<file path="src/flash_boot_mux_regs.vh">
// Purpose: constants for the shared flash boot and mux control block
// Assumes: 100 MHz core clock
// Notes: definitions only
`ifndef FLASH_BOOT_MUX_REGS_VH
`define FLASH_BOOT_MUX_REGS_VH
`define STAT_ADDR_PORT0 7'h38
`define STAT_ADDR_PORT1 7'h3f
`define CLK_PERIOD_NS 10
`define SUPPLY_SETTLE_US 100
`define SUPPLY_SETTLE_CYC ((`SUPPLY_SETTLE_US * 1000 + `CLK_PERIOD_NS - 1) / `CLK_PERIOD_NS)
`endif

</file>
<file path="src/shared_flash_boot_mux_ctrl.v">
// Purpose: shared flash boot sequencing, link controller reset, status target, mux lines
// Assumes: inputs synchronous to i_ref_clk; serial engines for flash and i2c live outside
// Notes: one-hot boot state machine; flash grant goes to the link controller only after config load
// Functional notes
// own configuration read from shared flash before link controller may fetch firmware
// link controller reset held while own configuration read is in progress
// one dedicated output is the active-low link controller reset, nothing else
// board gating releases link reset at least 100 us after its supply is good
// board ANDs reset output with link controller supply good
// embedded controller may instead release reset after system boot
// port 0 status at address 0x38, port 1 status at 0x3f
// secondary target port answers both addresses on the same bus
// on connection, assert interrupt and offer that port's data status
// link controller ties both interrupt inputs to ours and polls both addresses
// sbu selects from port 0 orientation, enables from dp mode and tunnel events
// ss flip from orientation, usb line from usb3 event, dp line from dp mode
// initiator port configures system-on-chip mux functions
// embedded controller reaches us through the target-only secondary port
// mux outputs registered, glitch-free, held until next event
`timescale 1ns/1ns
`include "flash_boot_mux_regs.vh"
`default_nettype none
module shared_flash_boot_mux_ctrl #(
    parameter SETTLE_CYC = `SUPPLY_SETTLE_CYC,
    parameter STATUS_W = 8
)(
    // clock and reset
    input wire i_ref_clk,
    input wire i_rst,
    // flash configuration loader
    output wire o_cfg_load_start,
    input wire i_cfg_load_done,
    output wire o_flash_grant_link,
    // link controller reset
    input wire i_ec_hold_link_reset,
    input wire i_link_ctrl_supply_good,
    output wire o_link_ctrl_reset_line_n,
    // secondary target port lookup
    input wire i_tgt_addr_valid,
    input wire [6:0] i_tgt_addr,
    input wire i_tgt_status_read,
    output wire o_tgt_addr_ack,
    output wire [STATUS_W-1:0] o_tgt_rdata,
    output wire o_tgt_int_n,
    // port state
    input wire [1:0] i_port_connected,
    input wire [STATUS_W-1:0] i_port0_status,
    input wire [STATUS_W-1:0] i_port1_status,
    input wire i_orientation,
    input wire i_usb3_event,
    input wire i_dp_mode,
    input wire i_tunnel_mode,
    // initiator port request for soc mux setup
    input wire i_init_busy,
    output wire o_init_req,
    output wire [2:0] o_init_mux_cfg,
    // mux and re-driver lines
    output wire o_sbu_sel_a,
    output wire o_sbu_sel_b,
    output wire o_sbu_en_aux,
    output wire o_sbu_en_sideband,
    output wire o_ss_flip,
    output wire o_ss_ctrl_usb,
    output wire o_ss_ctrl_dp
);
    // one-hot boot states
    localparam ST_IDLE = 4'h1;
    localparam ST_CFG = 4'h2;
    localparam ST_HOLD = 4'h4;
    localparam ST_RUN = 4'h8;
    localparam CW = 24;
    reg [3:0] state;
    reg [3:0] next_state;
    reg cfg_start;
    reg reset_n;
    reg [CW-1:0] settle_cnt;
    reg [1:0] conn_prev;
    reg [1:0] pending;
    reg ack;
    reg [STATUS_W-1:0] rdata;
    reg [6:0] mux_q;
    reg [2:0] init_cfg;
    reg init_req;
    wire hit0;
    wire hit1;
    wire [1:0] conn_rise;
    wire [1:0] clr;
    wire [2:0] soc_mux_cfg;

    always @*
    begin
        next_state = state;
        case (state)
            ST_IDLE:
            begin
                next_state = ST_CFG;
            end
            ST_CFG:
            begin
                // flash stays ours until the whole configuration is in
                if (i_cfg_load_done)
                    next_state = ST_HOLD;
            end
            ST_HOLD:
            begin
                if (settle_cnt >= SETTLE_CYC[CW-1:0])
                    next_state = ST_RUN;
            end
            ST_RUN:
            begin
                next_state = ST_RUN;
            end
            default:
            begin
                next_state = ST_IDLE;
            end
        endcase
    end

    always @(posedge i_ref_clk)
    begin
        if (i_rst)
            state <= ST_IDLE;
        else
            state <= next_state;
    end

    // one pulse per reset, so the loader is never restarted behind the link controller
    always @(posedge i_ref_clk)
    begin
        if (i_rst)
            cfg_start <= 1'b0;
        else
            cfg_start <= (state == ST_IDLE);
    end

    // settle count is belt and braces; board gating still owns the supply timing
    always @(posedge i_ref_clk)
    begin
        if (i_rst)
            settle_cnt <= {CW{1'b0}};
        else if (state == ST_HOLD && i_link_ctrl_supply_good)
            settle_cnt <= settle_cnt + 1'b1;
        else if (state == ST_HOLD)
            settle_cnt <= {CW{1'b0}};
    end

    // a supply drop in run pulls reset on the next clock edge, and its return releases it with no fresh settle wait
    always @(posedge i_ref_clk)
    begin
        if (i_rst)
            reset_n <= 1'b0;
        else
            reset_n <= (state == ST_RUN) && !i_ec_hold_link_reset && i_link_ctrl_supply_good;
    end

    assign o_cfg_load_start = cfg_start;
    assign o_flash_grant_link = (state == ST_RUN);
    assign o_link_ctrl_reset_line_n = reset_n;

    assign hit0 = (i_tgt_addr == `STAT_ADDR_PORT0);
    assign hit1 = (i_tgt_addr == `STAT_ADDR_PORT1);
    assign conn_rise = i_port_connected & ~conn_prev;
    assign clr = {2{i_tgt_status_read}} & {hit1, hit0};

    // a connect in the same cycle as a read keeps its pending bit
    always @(posedge i_ref_clk)
    begin
        if (i_rst)
        begin
            conn_prev <= 2'b00;
            pending <= 2'b00;
            ack <= 1'b0;
            rdata <= {STATUS_W{1'b0}};
        end
        else
        begin
            conn_prev <= i_port_connected;
            pending <= conn_rise | (pending & ~clr);
            ack <= i_tgt_addr_valid && (hit0 || hit1);
            if (i_tgt_addr_valid && hit0)
                rdata <= i_port0_status;
            else if (i_tgt_addr_valid && hit1)
                rdata <= i_port1_status;
        end
    end

    assign o_tgt_addr_ack = ack;
    assign o_tgt_rdata = rdata;
    assign o_tgt_int_n = ~(|pending);

    assign soc_mux_cfg = {i_orientation, i_usb3_event, i_dp_mode};

    // registered lines: no decode glitch reaches the pins
    always @(posedge i_ref_clk)
    begin
        if (i_rst)
        begin
            mux_q <= 7'h00;
            init_cfg <= 3'h0;
            init_req <= 1'b0;
        end
        else
        begin
            mux_q <= {i_orientation, i_orientation, i_dp_mode, i_tunnel_mode,
                      i_orientation, i_usb3_event, i_dp_mode};
            if (init_req && !i_init_busy)
                init_req <= 1'b0;
            if (soc_mux_cfg != init_cfg)
            begin
                init_cfg <= soc_mux_cfg;
                init_req <= 1'b1;
            end
        end
    end

    assign o_sbu_sel_a = mux_q[6];
    assign o_sbu_sel_b = mux_q[5];
    assign o_sbu_en_aux = mux_q[4];
    assign o_sbu_en_sideband = mux_q[3];
    assign o_ss_flip = mux_q[2];
    assign o_ss_ctrl_usb = mux_q[1];
    assign o_ss_ctrl_dp = mux_q[0];
    assign o_init_req = init_req;
    assign o_init_mux_cfg = init_cfg;
endmodule // shared_flash_boot_mux_ctrl
`default_nettype wire

</file>
<file path="config.mk">
export PLATFORM = sky130hd
export DESIGN_NAME = shared_flash_boot_mux_ctrl
export DESIGN_NICKNAME = d
export VERILOG_FILES = /design/src/shared_flash_boot_mux_ctrl.v
export VERILOG_INCLUDE_DIRS = /design/src /design/src/src
export SDC_FILE = /design/constraint.sdc
export NUM_CORES = 1
export LEC_CHECK = 0
export ABC_AREA = 0
export ABC_CLOCK_PERIOD_IN_PS = 2210
export BUFFER_PORTS_ARGS = -buffer_cell sky130_fd_sc_hd__buf_2
export CORE_UTILIZATION = 41
export DETAILED_ROUTE_END_ITERATION = 16
export GPL_ROUTABILITY_DRIVEN = 1
export GPL_TIMING_DRIVEN = 0
export PLACE_DENSITY = 0.72
export SETUP_SLACK_MARGIN = 0.02
export SLEW_MARGIN = 15
export SYNTH_ARGS = -nofsm -noshare
export SYNTH_HDL_FRONTEND = slang
export SYNTH_SLANG_ARGS = --single-unit
</file>
<file path="constraint.sdc">
create_clock -name i_ref_clk -period 2.21 [get_ports i_ref_clk]
set_clock_uncertainty 0.05 [all_clocks]
set_input_delay 0.442 -clock i_ref_clk [delete_from_list [all_inputs] [get_ports i_ref_clk]]
set_output_delay 0.442 -clock i_ref_clk [all_outputs]
set_load 0.01 [all_outputs]
</file>
### Yosys cells after proc, flatten, opt, wreduce, memory -nomap -nowiden

Cells that the tools add are included.

| cells by class | value |
|---|---|
| add/sub/neg operators | 1 |
| magnitude comparators | 1 |
| equality and inequality tests | 9 |
| multiplexer cells | 9 |
| bitwise operators | 7 |
| reduce and logical (&&, ||, !) cells | 15 |

Operators with widths:

| cell | number |
|---|---|
| $mux W24 | 2 |
| $add A24 B1 Y24 const B | 1 |
| $ge A24 B14 Y1 const B | 1 |
| $mux W8 | 2 |
| $pmux W4 S4 | 1 |
| $eq A7 B6 Y1 const B | 2 |
| $mux W4 | 2 |
| $logic_and A1 B1 Y1 | 7 |
| $and A2 B2 Y2 | 3 |
| $reduce_bool A2 Y1 | 3 |
| $eq A4 B1 Y1 const B | 1 |
| $eq A4 B2 Y1 const B | 1 |
| $eq A4 B3 Y1 const B | 1 |
| $eq A4 B4 Y1 const B | 1 |
| $ne A2 B2 Y1 const B | 2 |
| $not A2 Y2 | 2 |
| $ne A3 B3 Y1 | 1 |
| $logic_not A1 Y1 | 2 |
| $mux W1 | 2 |
| $or A2 B2 Y2 | 1 |
| $reduce_and A2 Y1 | 1 |
| $reduce_or A2 Y1 | 1 |
| $logic_or A1 B1 Y1 | 1 |
| $not A1 Y1 | 1 |

| word-level totals | value |
|---|---|
| flip-flop bits (word level) | 53 |
| input port bits | 37 |
| output and inout bits | 24 |
| word-level logic and storage cells | 53 |

### Depth between registers and ports, before layout

Gate-level depths: netlist of the first run.

| depth | value |
|---|---|
| depth in word-level cells | 5 |
| depth in mapped cells | 6 |
| mapped depth without buffers | 5 |

### Least setup slack after synthesis of the first run

No wires, ideal clock.

| timing | value |
|---|---|
| kind | input to register |
| start | input i_tgt_addr[6] |
| end | register rdata[3] (netlist: o_tgt_rdata[3]) |
| library setup time | 0.091 ns |
| data arrival time | 1.620 ns |
| data required time | 2.069 ns |
| slack | 0.449 ns |
| cell stages on the path | 6 |
| buffers on the path | 2 |
| cells stage by stage | and4b_1 clkbuf_1 o211a_1 buf_1 nor2_1 a311oi_1 |

| on the way | value |
|---|---|
| longest elaborated chain between the ends | 3 |
| elaborated cells on any way between the ends | 6 |
| those cells by class | 2 x eq/ne; 1 x mux; 3 x reduce/logical |

Ends and longest elaborated chain:

| element | RTL line | source |
|---|---|---|
| start, declared | shared_flash_boot_mux_ctrl.v:40 | `input wire [6:0] i_tgt_addr,` |
| $eq A7 B6 Y1 (no line) | - |  |
| $logic_and A1 B1 Y1, on equally long branches | shared_flash_boot_mux_ctrl.v:181, shared_flash_boot_mux_ctrl.v:183 |  |
| $mux W8 or $reduce_bool A2 Y1 (tied branches) | - |  |
| end signal, assigned | shared_flash_boot_mux_ctrl.v:174 | `rdata <= {STATUS_W{1'b0}};` |
| end signal, assigned | shared_flash_boot_mux_ctrl.v:182 | `rdata <= i_port0_status;` |
| end signal, assigned | shared_flash_boot_mux_ctrl.v:184 | `rdata <= i_port1_status;` |
| end, declared | shared_flash_boot_mux_ctrl.v:80 | `reg [STATUS_W-1:0] rdata;` |

Several ways; a longest one is shown, not always the timed one.
A chain may end at the register's enable or synchronous reset.

### Worst setup path after layout of the first run

| timing | value |
|---|---|
| start | register settle_cnt[5] |
| end | register settle_cnt[17] |

| on the way | value |
|---|---|
| longest elaborated chain between the ends | 2 |

Ends and longest elaborated chain:

| element | RTL line | source |
|---|---|---|
| start, declared | shared_flash_boot_mux_ctrl.v:76 | `reg [CW-1:0] settle_cnt;` |
| start signal, assigned | shared_flash_boot_mux_ctrl.v:141 | `settle_cnt <= {CW{1'b0}};` |
| start signal, assigned | shared_flash_boot_mux_ctrl.v:143 | `settle_cnt <= settle_cnt + 1'b1;` |
| start signal, assigned | shared_flash_boot_mux_ctrl.v:145 | `settle_cnt <= {CW{1'b0}};` |
| $add A24 B1 Y24 | shared_flash_boot_mux_ctrl.v:143 |  |
| $mux W24 | shared_flash_boot_mux_ctrl.v:142 | `else if (state == ST_HOLD && i_link_ctrl_supply_good)` |

No other way between the ends.

==> flow_summary.yaml, run 1 <==
flow_run:
  maxCapViolCount: 0
logic_synthesis:
  synth_xor_area_frac: 0.0291
  syn-num-nets: 322
  ys_top_cells_by_count: "dfxtp_1 (51), nand2_1 (30), a21oi_1 (21)"
  ys.warnings.count: 0
  netlist_area_um2: 2410
  synth.most_common_cell: "dfxtp_1"
  synthArstFlopShare: 0
  synth_mux_area_frac: 0.00415
  yosys.area.top_type: "dfxtp_1"
  yosys-top-cells-area: "dfxtp_1 (42%), nand2_1 (4.7%), a21oi_1 (4.4%)"
  synth-compound-area-share: 0.166
  ys_seq_elements: 51
  avgSynthCellArea_um2: 8.52
  synthSimpleGateAreaFrac: 0.312
  synth_flop_cell: "dfxtp_1"
  yosysSeqAreaShare: 0.424
  synth_edf_count: 0
  synth_cells: 283
  synth_top_family_by_area: "simple AND/OR/NAND/NOR gates"
  ys_types: 43
  synthAdderAreaFrac: 0.0104
  synth_top_cell_area_share: 0.424
place:
  gp_congestion: 0.797
  place_ws_ps: 116
  post-dp-hpwl_um: 3980
  placed_cell_area_um2: 2790
  place_inst: 413
  port_buffers: 58
sta:
  fin_ws_ps: 255
  min_period_ps: 1960
  fmax_mhz: 511
  setup_viol: 0
  fin_tns_setup_ps: 0
  drv_slew: 0
  rsz0062_at_grt: "false"
  finalHoldViolations: 0
  period_share: 0.885
  tightest_slew_ps: 753
  slew_headroom: 0.494
power:
  seqPwrFrac: 0.528
  comb_power_share: 0.095
  leakage_nw: 1.15
  power_mw: 1.80
  pwr-share-clk: 0.377
  p_sw_frac: 0.243
  p_switching_mw: 0.438
  powerDensity_nw_per_um2: 620
  ir_drop_v: 0.000254
  internal-power_mw: 1.36
critical_path:
  cp.depth: 5
  crit_buf_inv: 1
  cp_cell_sequence: "and4_1 -> nand4_1 -> clkbuf_1 -> or4_1 -> a21oi_1"
  crit_path_end_kind: "flip-flop"
  slowest_stage: "or4_1"
  critPathLaunchType: "flip-flop"
  reg2reg_from: "settle_cnt[5]"
  worstPathMaxFanout: 10
  crit_family: "simple AND/OR/NAND/NOR gates"
  worstPathArrival_ps: 2150
  r2r.worst_path.cells: 5
  max_stage_delay_ps: 510
  critical_path_required_ps: 2400
  rrSetupSlack_ps: 250
  critPathKind: "reg -> reg"
  r2r_end: "settle_cnt[17]"
floorplanning:
  ios: 61
  coreArea_um2: 5570
  dieArea_um2: 6190
  start_util: 0.432
  die_x_um: 78.7
  die_h_um: 78.7
  rows: 27
clocking:
  htreeDepth: 2
  clk_latency_ps: 310
  cts_root_buf: "clkbuf_8"
  tritoncts: "yes"
  ctsResizeCount: 0
  cts.sinks: 51
  cts-buffers-inserted: 5
  cts_hold_buffers: 0
  clkTransAtPathRegs_ps: 100
  cts_buffer_depth: 2
  postCtsSetupBuffers: 0
global_routing:
  grt_max_degree: 18
  grt_usage: 0.192
  antenna_found_initial: 0
  grt_overflow: 0
  grt_pass1_vias: 2098
  grt_pass1_wl_um: 9600
route:
  first_pass_iters: 4
  postRouteAntennaNets: 0
  drc: 0
  wl_um: 5620
  num_vias: 2345
  drtIter0Drc: 129
  vias_per_cell: 5.57
  avgRoutedWirePerCell_um: 13.4
worst_hold_path:
  hp-start: "i_ec_hold_link_reset"
  whs_endpoint: "o_link_ctrl_reset_line_n"
  holdPathStages: 2
  hold_class: "in -> reg"
final_layout:
  instances_no_fill: 421
  nets: 387
  final_layout_size_suffix_gt1_frac: 0.229
  final_cell_area_um2: 2910
  syn_to_final_growth_pct: 20.6
  n_antenna_cell: 0
status:
  run_status: "finished clean"
==> per-layer routing <==
layer | global-route usage | share of wire
met1 | 0.253 | 0.47
met2 | 0.305 | 0.47
met5 | 0 | 0
met4 | 0.0556 | 0.0076
met3 | 0.0512 | 0.054
==> flip-flops by register name (all words and copies together) (netlist names) <==
register                  cells
conn_prev                     2
mux_q                         4
o_cfg_load_start              1
o_init_mux_cfg                3
o_init_req                    1
o_link_ctrl_reset_line_n      1
o_tgt_addr_ack                1
o_tgt_rdata                   8
pending                       2
settle_cnt                   24
state                         4
==> cell usage in the layout (no fill, tap or decap), types with 2 or more instances in the layout <==
master / netlist / layout
clkbuf_8: 0 / 5
a21oi_1: 21 / 21
and3_1: 8 / 8
ha_1: 2 / 2
inv_1: 7 / 7
nand4b_1: 2 / 2
nand4_1: 10 / 10
nand2b_1: 2 / 2
buf_2: 5 / 63
o21ai_0: 9 / 9
a31oi_1: 7 / 7
nor2b_1: 12 / 12
nand3_1: 13 / 13
buf_4: 4 / 4
or3_1: 4 / 4
xnor2_1: 3 / 3
o211a_1: 2 / 2
clkbuf_1: 10 / 10
nor3_1: 6 / 6
and4_1: 4 / 4
a311oi_1: 7 / 7
nor4b_1: 4 / 4
or4_1: 10 / 10
nor2_1: 17 / 17
nand2_1: 30 / 30
xor2_1: 5 / 5
nor4_1: 5 / 5
o31ai_1: 8 / 8
dfxtp_1: 51 / 51
==> cell type report <==
type / instances / area (um2)
plain buffers: 21 / 108
clock buffers: 5 / 68.8
clock inverters: 3 / 47.5
fillers: 538 / 2670
inverters: 7 / 26.3
multi-input cells: 204 / 1250
flip-flops and latches: 51 / 1020
well taps: 72 / 90.1
repair buffers: 58 / 290
==> through the flow <==
| step | hold slack (ps) | util |
|---|---|---|
| detailed placement | 425 | 0.501 |
| CTS | 237 | 0.521 |
| floorplan | 402 | - |
| global placement | 419 | 0.501 |
| finish | 237 | 0.521 |
| global route | 221 | 0.521 |
==> power by group through the flow <==
stage,logic [mW],registers [mW],clock network (mW)
after floorplan,0.0956,0.979,0
after global placement,0.167,0.973,0
after detailed placement,0.170,0.973,0
after CTS,0.171,0.952,0.685
after global routing,0.191,0.956,0.728
final,0.171,0.952,0.679
==> worst reg2reg max path: cells and delay by family, from the launching register on <==
family / cells / cell delay [ps]
flip-flops: 1 / 460
buffers and inverters: 1 / 270
AO/OA/AOI/OAI: 1 / 150
AND/OR/NAND/NOR: 3 / 960
==> how the worst max path moves through the flow <==
| stage | from | endpoint | slack (ps) |
|---|---|---|---|
| floorplan | i_tgt_addr[6] | o_tgt_rdata[3] | 450 |
| global placement | i_tgt_addr[6] | o_tgt_rdata[3] | 170 |
| detailed placement | i_tgt_addr[6] | o_tgt_rdata[5] | 120 |
| CTS | state[2] | settle_cnt[6] | 240 |
| global route | state[2] | settle_cnt[19] | 110 |
| finish | settle_cnt[5] | settle_cnt[17] | 250 |
==> kinds of logic (layout without fill, tap and decap cells) <==
group           count (synthesis)  count (layout)
simple gates                  131             131
compound gates                 62              62
flops                          51              51
buf+inv                        28              94
xor+xnor                        8               8
fa+ha+maj                       2               2
mux                             1               1
No activity file was read; power rests on OpenSTA's default activity.
==> run 2: changes to the inputs <==
--- a/config.mk
+++ b/config.mk
@@ -7,13 +7,12 @@
 export NUM_CORES = 1
 export LEC_CHECK = 0
 export ABC_AREA = 0
-export ABC_CLOCK_PERIOD_IN_PS = 2210
+export ABC_CLOCK_PERIOD_IN_PS = 2000
 export BUFFER_PORTS_ARGS = -buffer_cell sky130_fd_sc_hd__buf_2
 export CORE_UTILIZATION = 41
 export DETAILED_ROUTE_END_ITERATION = 16
 export GPL_ROUTABILITY_DRIVEN = 1
 export GPL_TIMING_DRIVEN = 0
-export PLACE_DENSITY = 0.72
 export SETUP_SLACK_MARGIN = 0.02
 export SLEW_MARGIN = 15
 export SYNTH_ARGS = -nofsm -noshare
==> constraint.sdc (replaced) <==
create_clock -name i_ref_clk -period 2 [get_ports i_ref_clk]
set_clock_uncertainty 0.05 [all_clocks]
set_input_delay 0.4 -clock i_ref_clk [delete_from_list [all_inputs] [get_ports i_ref_clk]]
set_output_delay 0.4 -clock i_ref_clk [all_outputs]
set_load 0.01 [all_outputs]
==> flow_summary.yaml, run 2 (same netlist as run 1, synthesis figures left out) <==
route:
  avgRoutedWirePerCell_um: 13.2
  routed-wl-met2_um: 2540
  drtIter0Drc: 119
  drc: 0
  vias_per_cell: 5.41
  wl_um: 5600
  num_vias: 2292
  met1_length_um: 2650
  top_layer_used: "met4"
  postRouteAntennaNets: 0
  wl_met3_um: 344
  first_pass_iters: 4
critical_path:
  r2r.worst_path.cells: 6
  rrSetupSlack_ps: 110
  cp_cell_sequence: "buf_6 -> nor4b_4 -> nand4_2 -> buf_6 -> or4_1 -> a21oi_1"
  reg2reg_from: "state[3]"
  r2r_end: "settle_cnt[19]"
  max_stage_delay_ps: 400
  critical_path_required_ps: 2200
  crit_buf_inv: 2
  cp.depth: 6
  critPathLaunchType: "flip-flop"
  crit_family: "simple AND/OR/NAND/NOR gates"
  slowest_stage: "nor4b_4"
  worstPathArrival_ps: 2080
  critPathKind: "reg -> reg"
  path_common_cell: "buf_6"
  crit_path_end_kind: "flip-flop"
  worstPathMaxFanout: 9
place:
  post-dp-hpwl_um: 4040
  gp_congestion: 0.817
  place_inst: 413
  placed_cell_area_um2: 2790
  port_buffers: 58
final_layout:
  layout_common_cells: "buf_2 (62), dfxtp_1 (51), nand2_1 (30)"
  final_common_cell: "buf_2"
  syn_to_final_growth_pct: 21.5
  final_layout_size_suffix_gt1_frac: 0.247
  instances_no_fill: 424
  final_core_util: 0.525
  largest_reg_flops: 24
  final_cell_area_um2: 2930
  largest-register: "settle_cnt"
  n_antenna_cell: 0
  nets: 390
floorplanning:
  ios: 61
  coreArea_um2: 5570
  dieArea_um2: 6190
  rows: 27
  die_h_um: 78.7
  start_util: 0.432
  die_x_um: 78.7
sta:
  min_period_ps: 1890
  slew_headroom: 0.543
  drv_slew: 0
  hold_slack_ps: 191
  finalHoldViolations: 0
  period_share: 0.943
  setup_viol: 0
  tightest_slew_ps: 679
  rsz0062_at_grt: "false"
  fmax_mhz: 530
global_routing:
  grt_overflow: 0
  grt_pass1_vias: 1963
  antenna_found_initial: 0
  grt_pass1_wl_um: 9230
  grt_max_degree: 17
  grt_usage: 0.188
power:
  leakage_nw: 1.16
  ir_drop_v: 0.000294
  powerDensity_nw_per_um2: 641
worst_hold_path:
  hold_class: "in -> reg"
  whs_endpoint: "o_link_ctrl_reset_line_n"
  hp-start: "i_ec_hold_link_reset"
  holdPathStages: 2
clocking:
  htreeDepth: 2
  clkTransAtPathRegs_ps: 90
  cts_root_buf: "clkbuf_8"
  tritoncts: "yes"
  cts.sinks: 51
  cts-buffers-inserted: 5
  cts_hold_buffers: 0
  cts_buffer_depth: 2
  clk_latency_ps: 310
flow_run:
  maxCapViolCount: 0
status:
  run_status: "finished clean"
## run 2: cell types whose count changed in the layout (fill, tap and decap cells not counted), sizes merged
cell | previous run | this run
buf | 69 | 71
clkbuf | 15 | 17
bufinv | 1 | 0
clkinvlp | 0 | 1
inv | 8 | 7
## run 2: worst reg2reg max path, delay by kind of cell, from the launching register on
kind | cells | cell delay (ps)
AOI/OAI and AO/OA | 1 | 140
buffers and inverters | 2 | 310
and+or+nand+nor | 3 | 1010
DFF | 1 | 320
## run 2: routing by layer
layer,GRT usage,up-vias
li1,-,1182
met1,0.261,1039
met2,0.282,65
met3,0.0442,6
met4,0.0685,0
met5,0,-
## run 2: report_power, final
part | switching (mW) | internal (mW)
clock | 0.353 | 0.283
sequential | 0.00982 | 1.04
combinational | 0.104 | 0.0865
## run 2: cell type report
cell class	count	area, um2
Fill cell	564	2650
Multi-Input combinational cell	204	1260
Sequential cell	51	1020
Timing Repair Buffer	61	310
Buffer	21	123
Tap cell	72	90.1
Clock buffer	6	82.6
Inverter	7	26.3
Clock inverter	2	16.3
## run 2: per-stage QoR
stage | setup slack, ps | setup TNS, ps | total power [mW]
5_1_grt | 22.0 | 0 | 1.97
3_5_place_dp | -43.2 | -95.3 | 1.26
6_report | 115 | 0 | 1.88
2_1_floorplan | 281 | 0 | 1.19
4_1_cts | 28.4 | 0 | 1.90
3_3_place_gp | -34.2 | -99.0 | 1.26
## run 2: worst max-delay path by stage
stage | slack [ps] | from | endpoint
3_5_place_dp | -40 | i_tgt_addr[6] | o_tgt_rdata[4]
6_report | 110 | state[3] | settle_cnt[19]
4_1_cts | 30 | state[2] | settle_cnt[3]
5_1_grt | 20 | state[2] | settle_cnt[19]
2_1_floorplan | 280 | i_tgt_addr[6] | o_tgt_rdata[3]
3_3_place_gp | -30 | i_tgt_addr[6] | o_tgt_rdata[4]
## run 2: timing repair
item / in CTS / in global routing
endpoints found under the setup margin: 1 / 11
pin swaps: 0 / 3
setup buffers: 0 / 2
gates resized for setup: 1 / 9
cloned: 0 / 1
==> run 3: changes to the inputs <==
--- a/config.mk
+++ b/config.mk
@@ -9,10 +9,11 @@
 export ABC_AREA = 0
 export ABC_CLOCK_PERIOD_IN_PS = 2000
 export BUFFER_PORTS_ARGS = -buffer_cell sky130_fd_sc_hd__buf_2
-export CORE_UTILIZATION = 41
+export CORE_UTILIZATION = 52
 export DETAILED_ROUTE_END_ITERATION = 16
 export GPL_ROUTABILITY_DRIVEN = 1
 export GPL_TIMING_DRIVEN = 0
+export PLACE_DENSITY = 0.78
 export SETUP_SLACK_MARGIN = 0.02
 export SLEW_MARGIN = 15
 export SYNTH_ARGS = -nofsm -noshare
==> flow_summary.yaml, run 3 (same netlist as run 1, synthesis figures left out) <==
status:
  run_status: "finished clean"
final_layout:
  n_antenna_cell: 0
  nets: 392
  largest_reg_flops: 24
  syn_to_final_growth_pct: 21.5
  final_core_util: 0.663
  layout_common_cells: "buf_2 (61), dfxtp_1 (51), nand2_1 (30)"
  fill_cells: 366
  final_common_cell: "buf_2"
  final_layout_size_suffix_gt1_frac: 0.251
  largest-register: "settle_cnt"
floorplanning:
  dieArea_um2: 4910
  die_x_um: 70.1
  rows: 24
  coreArea_um2: 4410
  die_h_um: 70.1
  ios: 61
  start_util: 0.546
sta:
  slew_headroom: 0.573
  finalHoldViolations: 0
  min_period_ps: 1930
  tightest_slew_ps: 635
  fmax_mhz: 517
  period_share: 0.967
  rsz0062_at_grt: "true"
  fin_tns_setup_ps: 0
  drv_slew: 0
  setup_viol: 0
critical_path:
  max_stage_delay_ps: 460
  crit_path_end_kind: "flip-flop"
  critPathKind: "reg -> reg"
  crit_family: "simple AND/OR/NAND/NOR gates"
  r2r_end: "settle_cnt[18]"
  reg2reg_from: "state[3]"
  cp.depth: 6
  slowest_stage: "or4_1"
  path_common_cell: "buf_4"
  critPathLaunchType: "flip-flop"
  crit_buf_inv: 2
  worstPathArrival_ps: 2130
  r2r.worst_path.cells: 6
  critical_path_required_ps: 2200
  cp_cell_sequence: "buf_4 -> nor4b_4 -> nand4_2 -> buf_4 -> or4_1 -> a21oi_1"
  worstPathMaxFanout: 9
  rrSetupSlack_ps: 70
place:
  post-dp-hpwl_um: 3950
  port_buffers: 58
  gp_congestion: 0.937
global_routing:
  grt_max_degree: 17
  grt_overflow: 0
  grt_pass1_vias: 2123
  antenna_found_initial: 0
  grt_usage: 0.241
  grt_pass1_wl_um: 9540
clocking:
  cts_hold_buffers: 0
  cts_buffer_depth: 2
  tritoncts: "yes"
  cts-buffers-inserted: 5
  cts.sinks: 51
  clk_latency_ps: 310
  clkTransAtPathRegs_ps: 90
  htreeDepth: 2
  cts_root_buf: "clkbuf_8"
worst_hold_path:
  hold_class: "in -> reg"
  whs_endpoint: "o_link_ctrl_reset_line_n"
  holdPathStages: 2
  hp-start: "i_ec_hold_link_reset"
route:
  wl_um: 5770
  avgRoutedWirePerCell_um: 14.2
  vias_per_cell: 5.91
  first_pass_iters: 7
  num_vias: 2398
  drc: 0
  drtIter0Drc: 147
  postRouteAntennaNets: 0
power:
  powerDensity_nw_per_um2: 672
  ir_drop_v: 0.000369
  leakage_nw: 1.18
flow_run:
  maxCapViolCount: 0
==> run 3: cell types whose count changed in the layout (fill, tap and decap cells not counted), sizes merged <==
cell / previous run / this run
clkinvlp: 1 / 0
bufinv: 0 / 1
clkinv: 1 / 2
buf: 71 / 72
==> run 3: worst max path at each step <==
stage	slack, ps	to	startpoint
2_1_floorplan	280	o_tgt_rdata[3]	i_tgt_addr[6]
3_3_place_gp	-20	o_tgt_rdata[5]	i_tgt_addr[6]
3_5_place_dp	-60	o_tgt_rdata[5]	i_tgt_addr[6]
4_1_cts	60	settle_cnt[21]	state[2]
5_1_grt	-20	settle_cnt[19]	state[1]
6_report	70	settle_cnt[18]	state[3]
==> run 3: per-layer routing <==
metal / up-vias / GRT usage / wire (um) / part of all wire
met2: 89 / 0.389 / 2800 / 0.49
met1: 1107 / 0.300 / 2540 / 0.44
li1: 1186 / - / - / -
met3: 16 / 0.0519 / 299 / 0.052
met4: 0 / 0.124 / 126 / 0.022
met5: - / 0 / 0 / 0
==> run 3: cell type report <==
cell class                 instances  area (um2)  area share
buffer                            21         115      0.0393
clock inverter                     3        43.8      0.0150
timing repair buffer              63         328       0.112
sequential                        51        1020       0.349
multi-input combinational        204        1260       0.430
inverter                           7        26.3     0.00897
clock buffer                       5        68.8      0.0235
tap                               52        65.1      0.0222
==> run 3: power by group <==
group / leakage (nW) / switching [mW] / internal [mW]
combinational: 0.706 / 0.108 / 0.0863
clock: 0.0581 / 0.348 / 0.373
sequential: 0.415 / 0.0107 / 1.04
==> run 3: timing repair <==
action	4_1_cts	5_1_grt
pin swaps	0	2
endpoints found under the setup margin	9	11
resized for setup	1	7
buffers inserted	0	5
==> run 3: worst register-to-register path, cell delays in order (launching register included) <==
cell and delay, ps:
dfxtp_1 310, buf_4 160, nor4b_4 370, nand4_2 180, buf_4 180, or4_1 460
a21oi_1 160
==> run 3: per-stage QoR <==
step	hold WS [ps]	instance area (um2)	std cells	setup slack, ps	total power [mW]
6_report	189	2930	406	66.9	1.97
3_3_place_gp	417	2770	393	-15.2	1.26
5_1_grt	183	2930	406	-21.9	2.05
4_1_cts	182	2880	401	56.1	1.98
2_1_floorplan	402	2410	283	281	1.19
3_5_place_dp	431	2770	393	-62.2	1.26
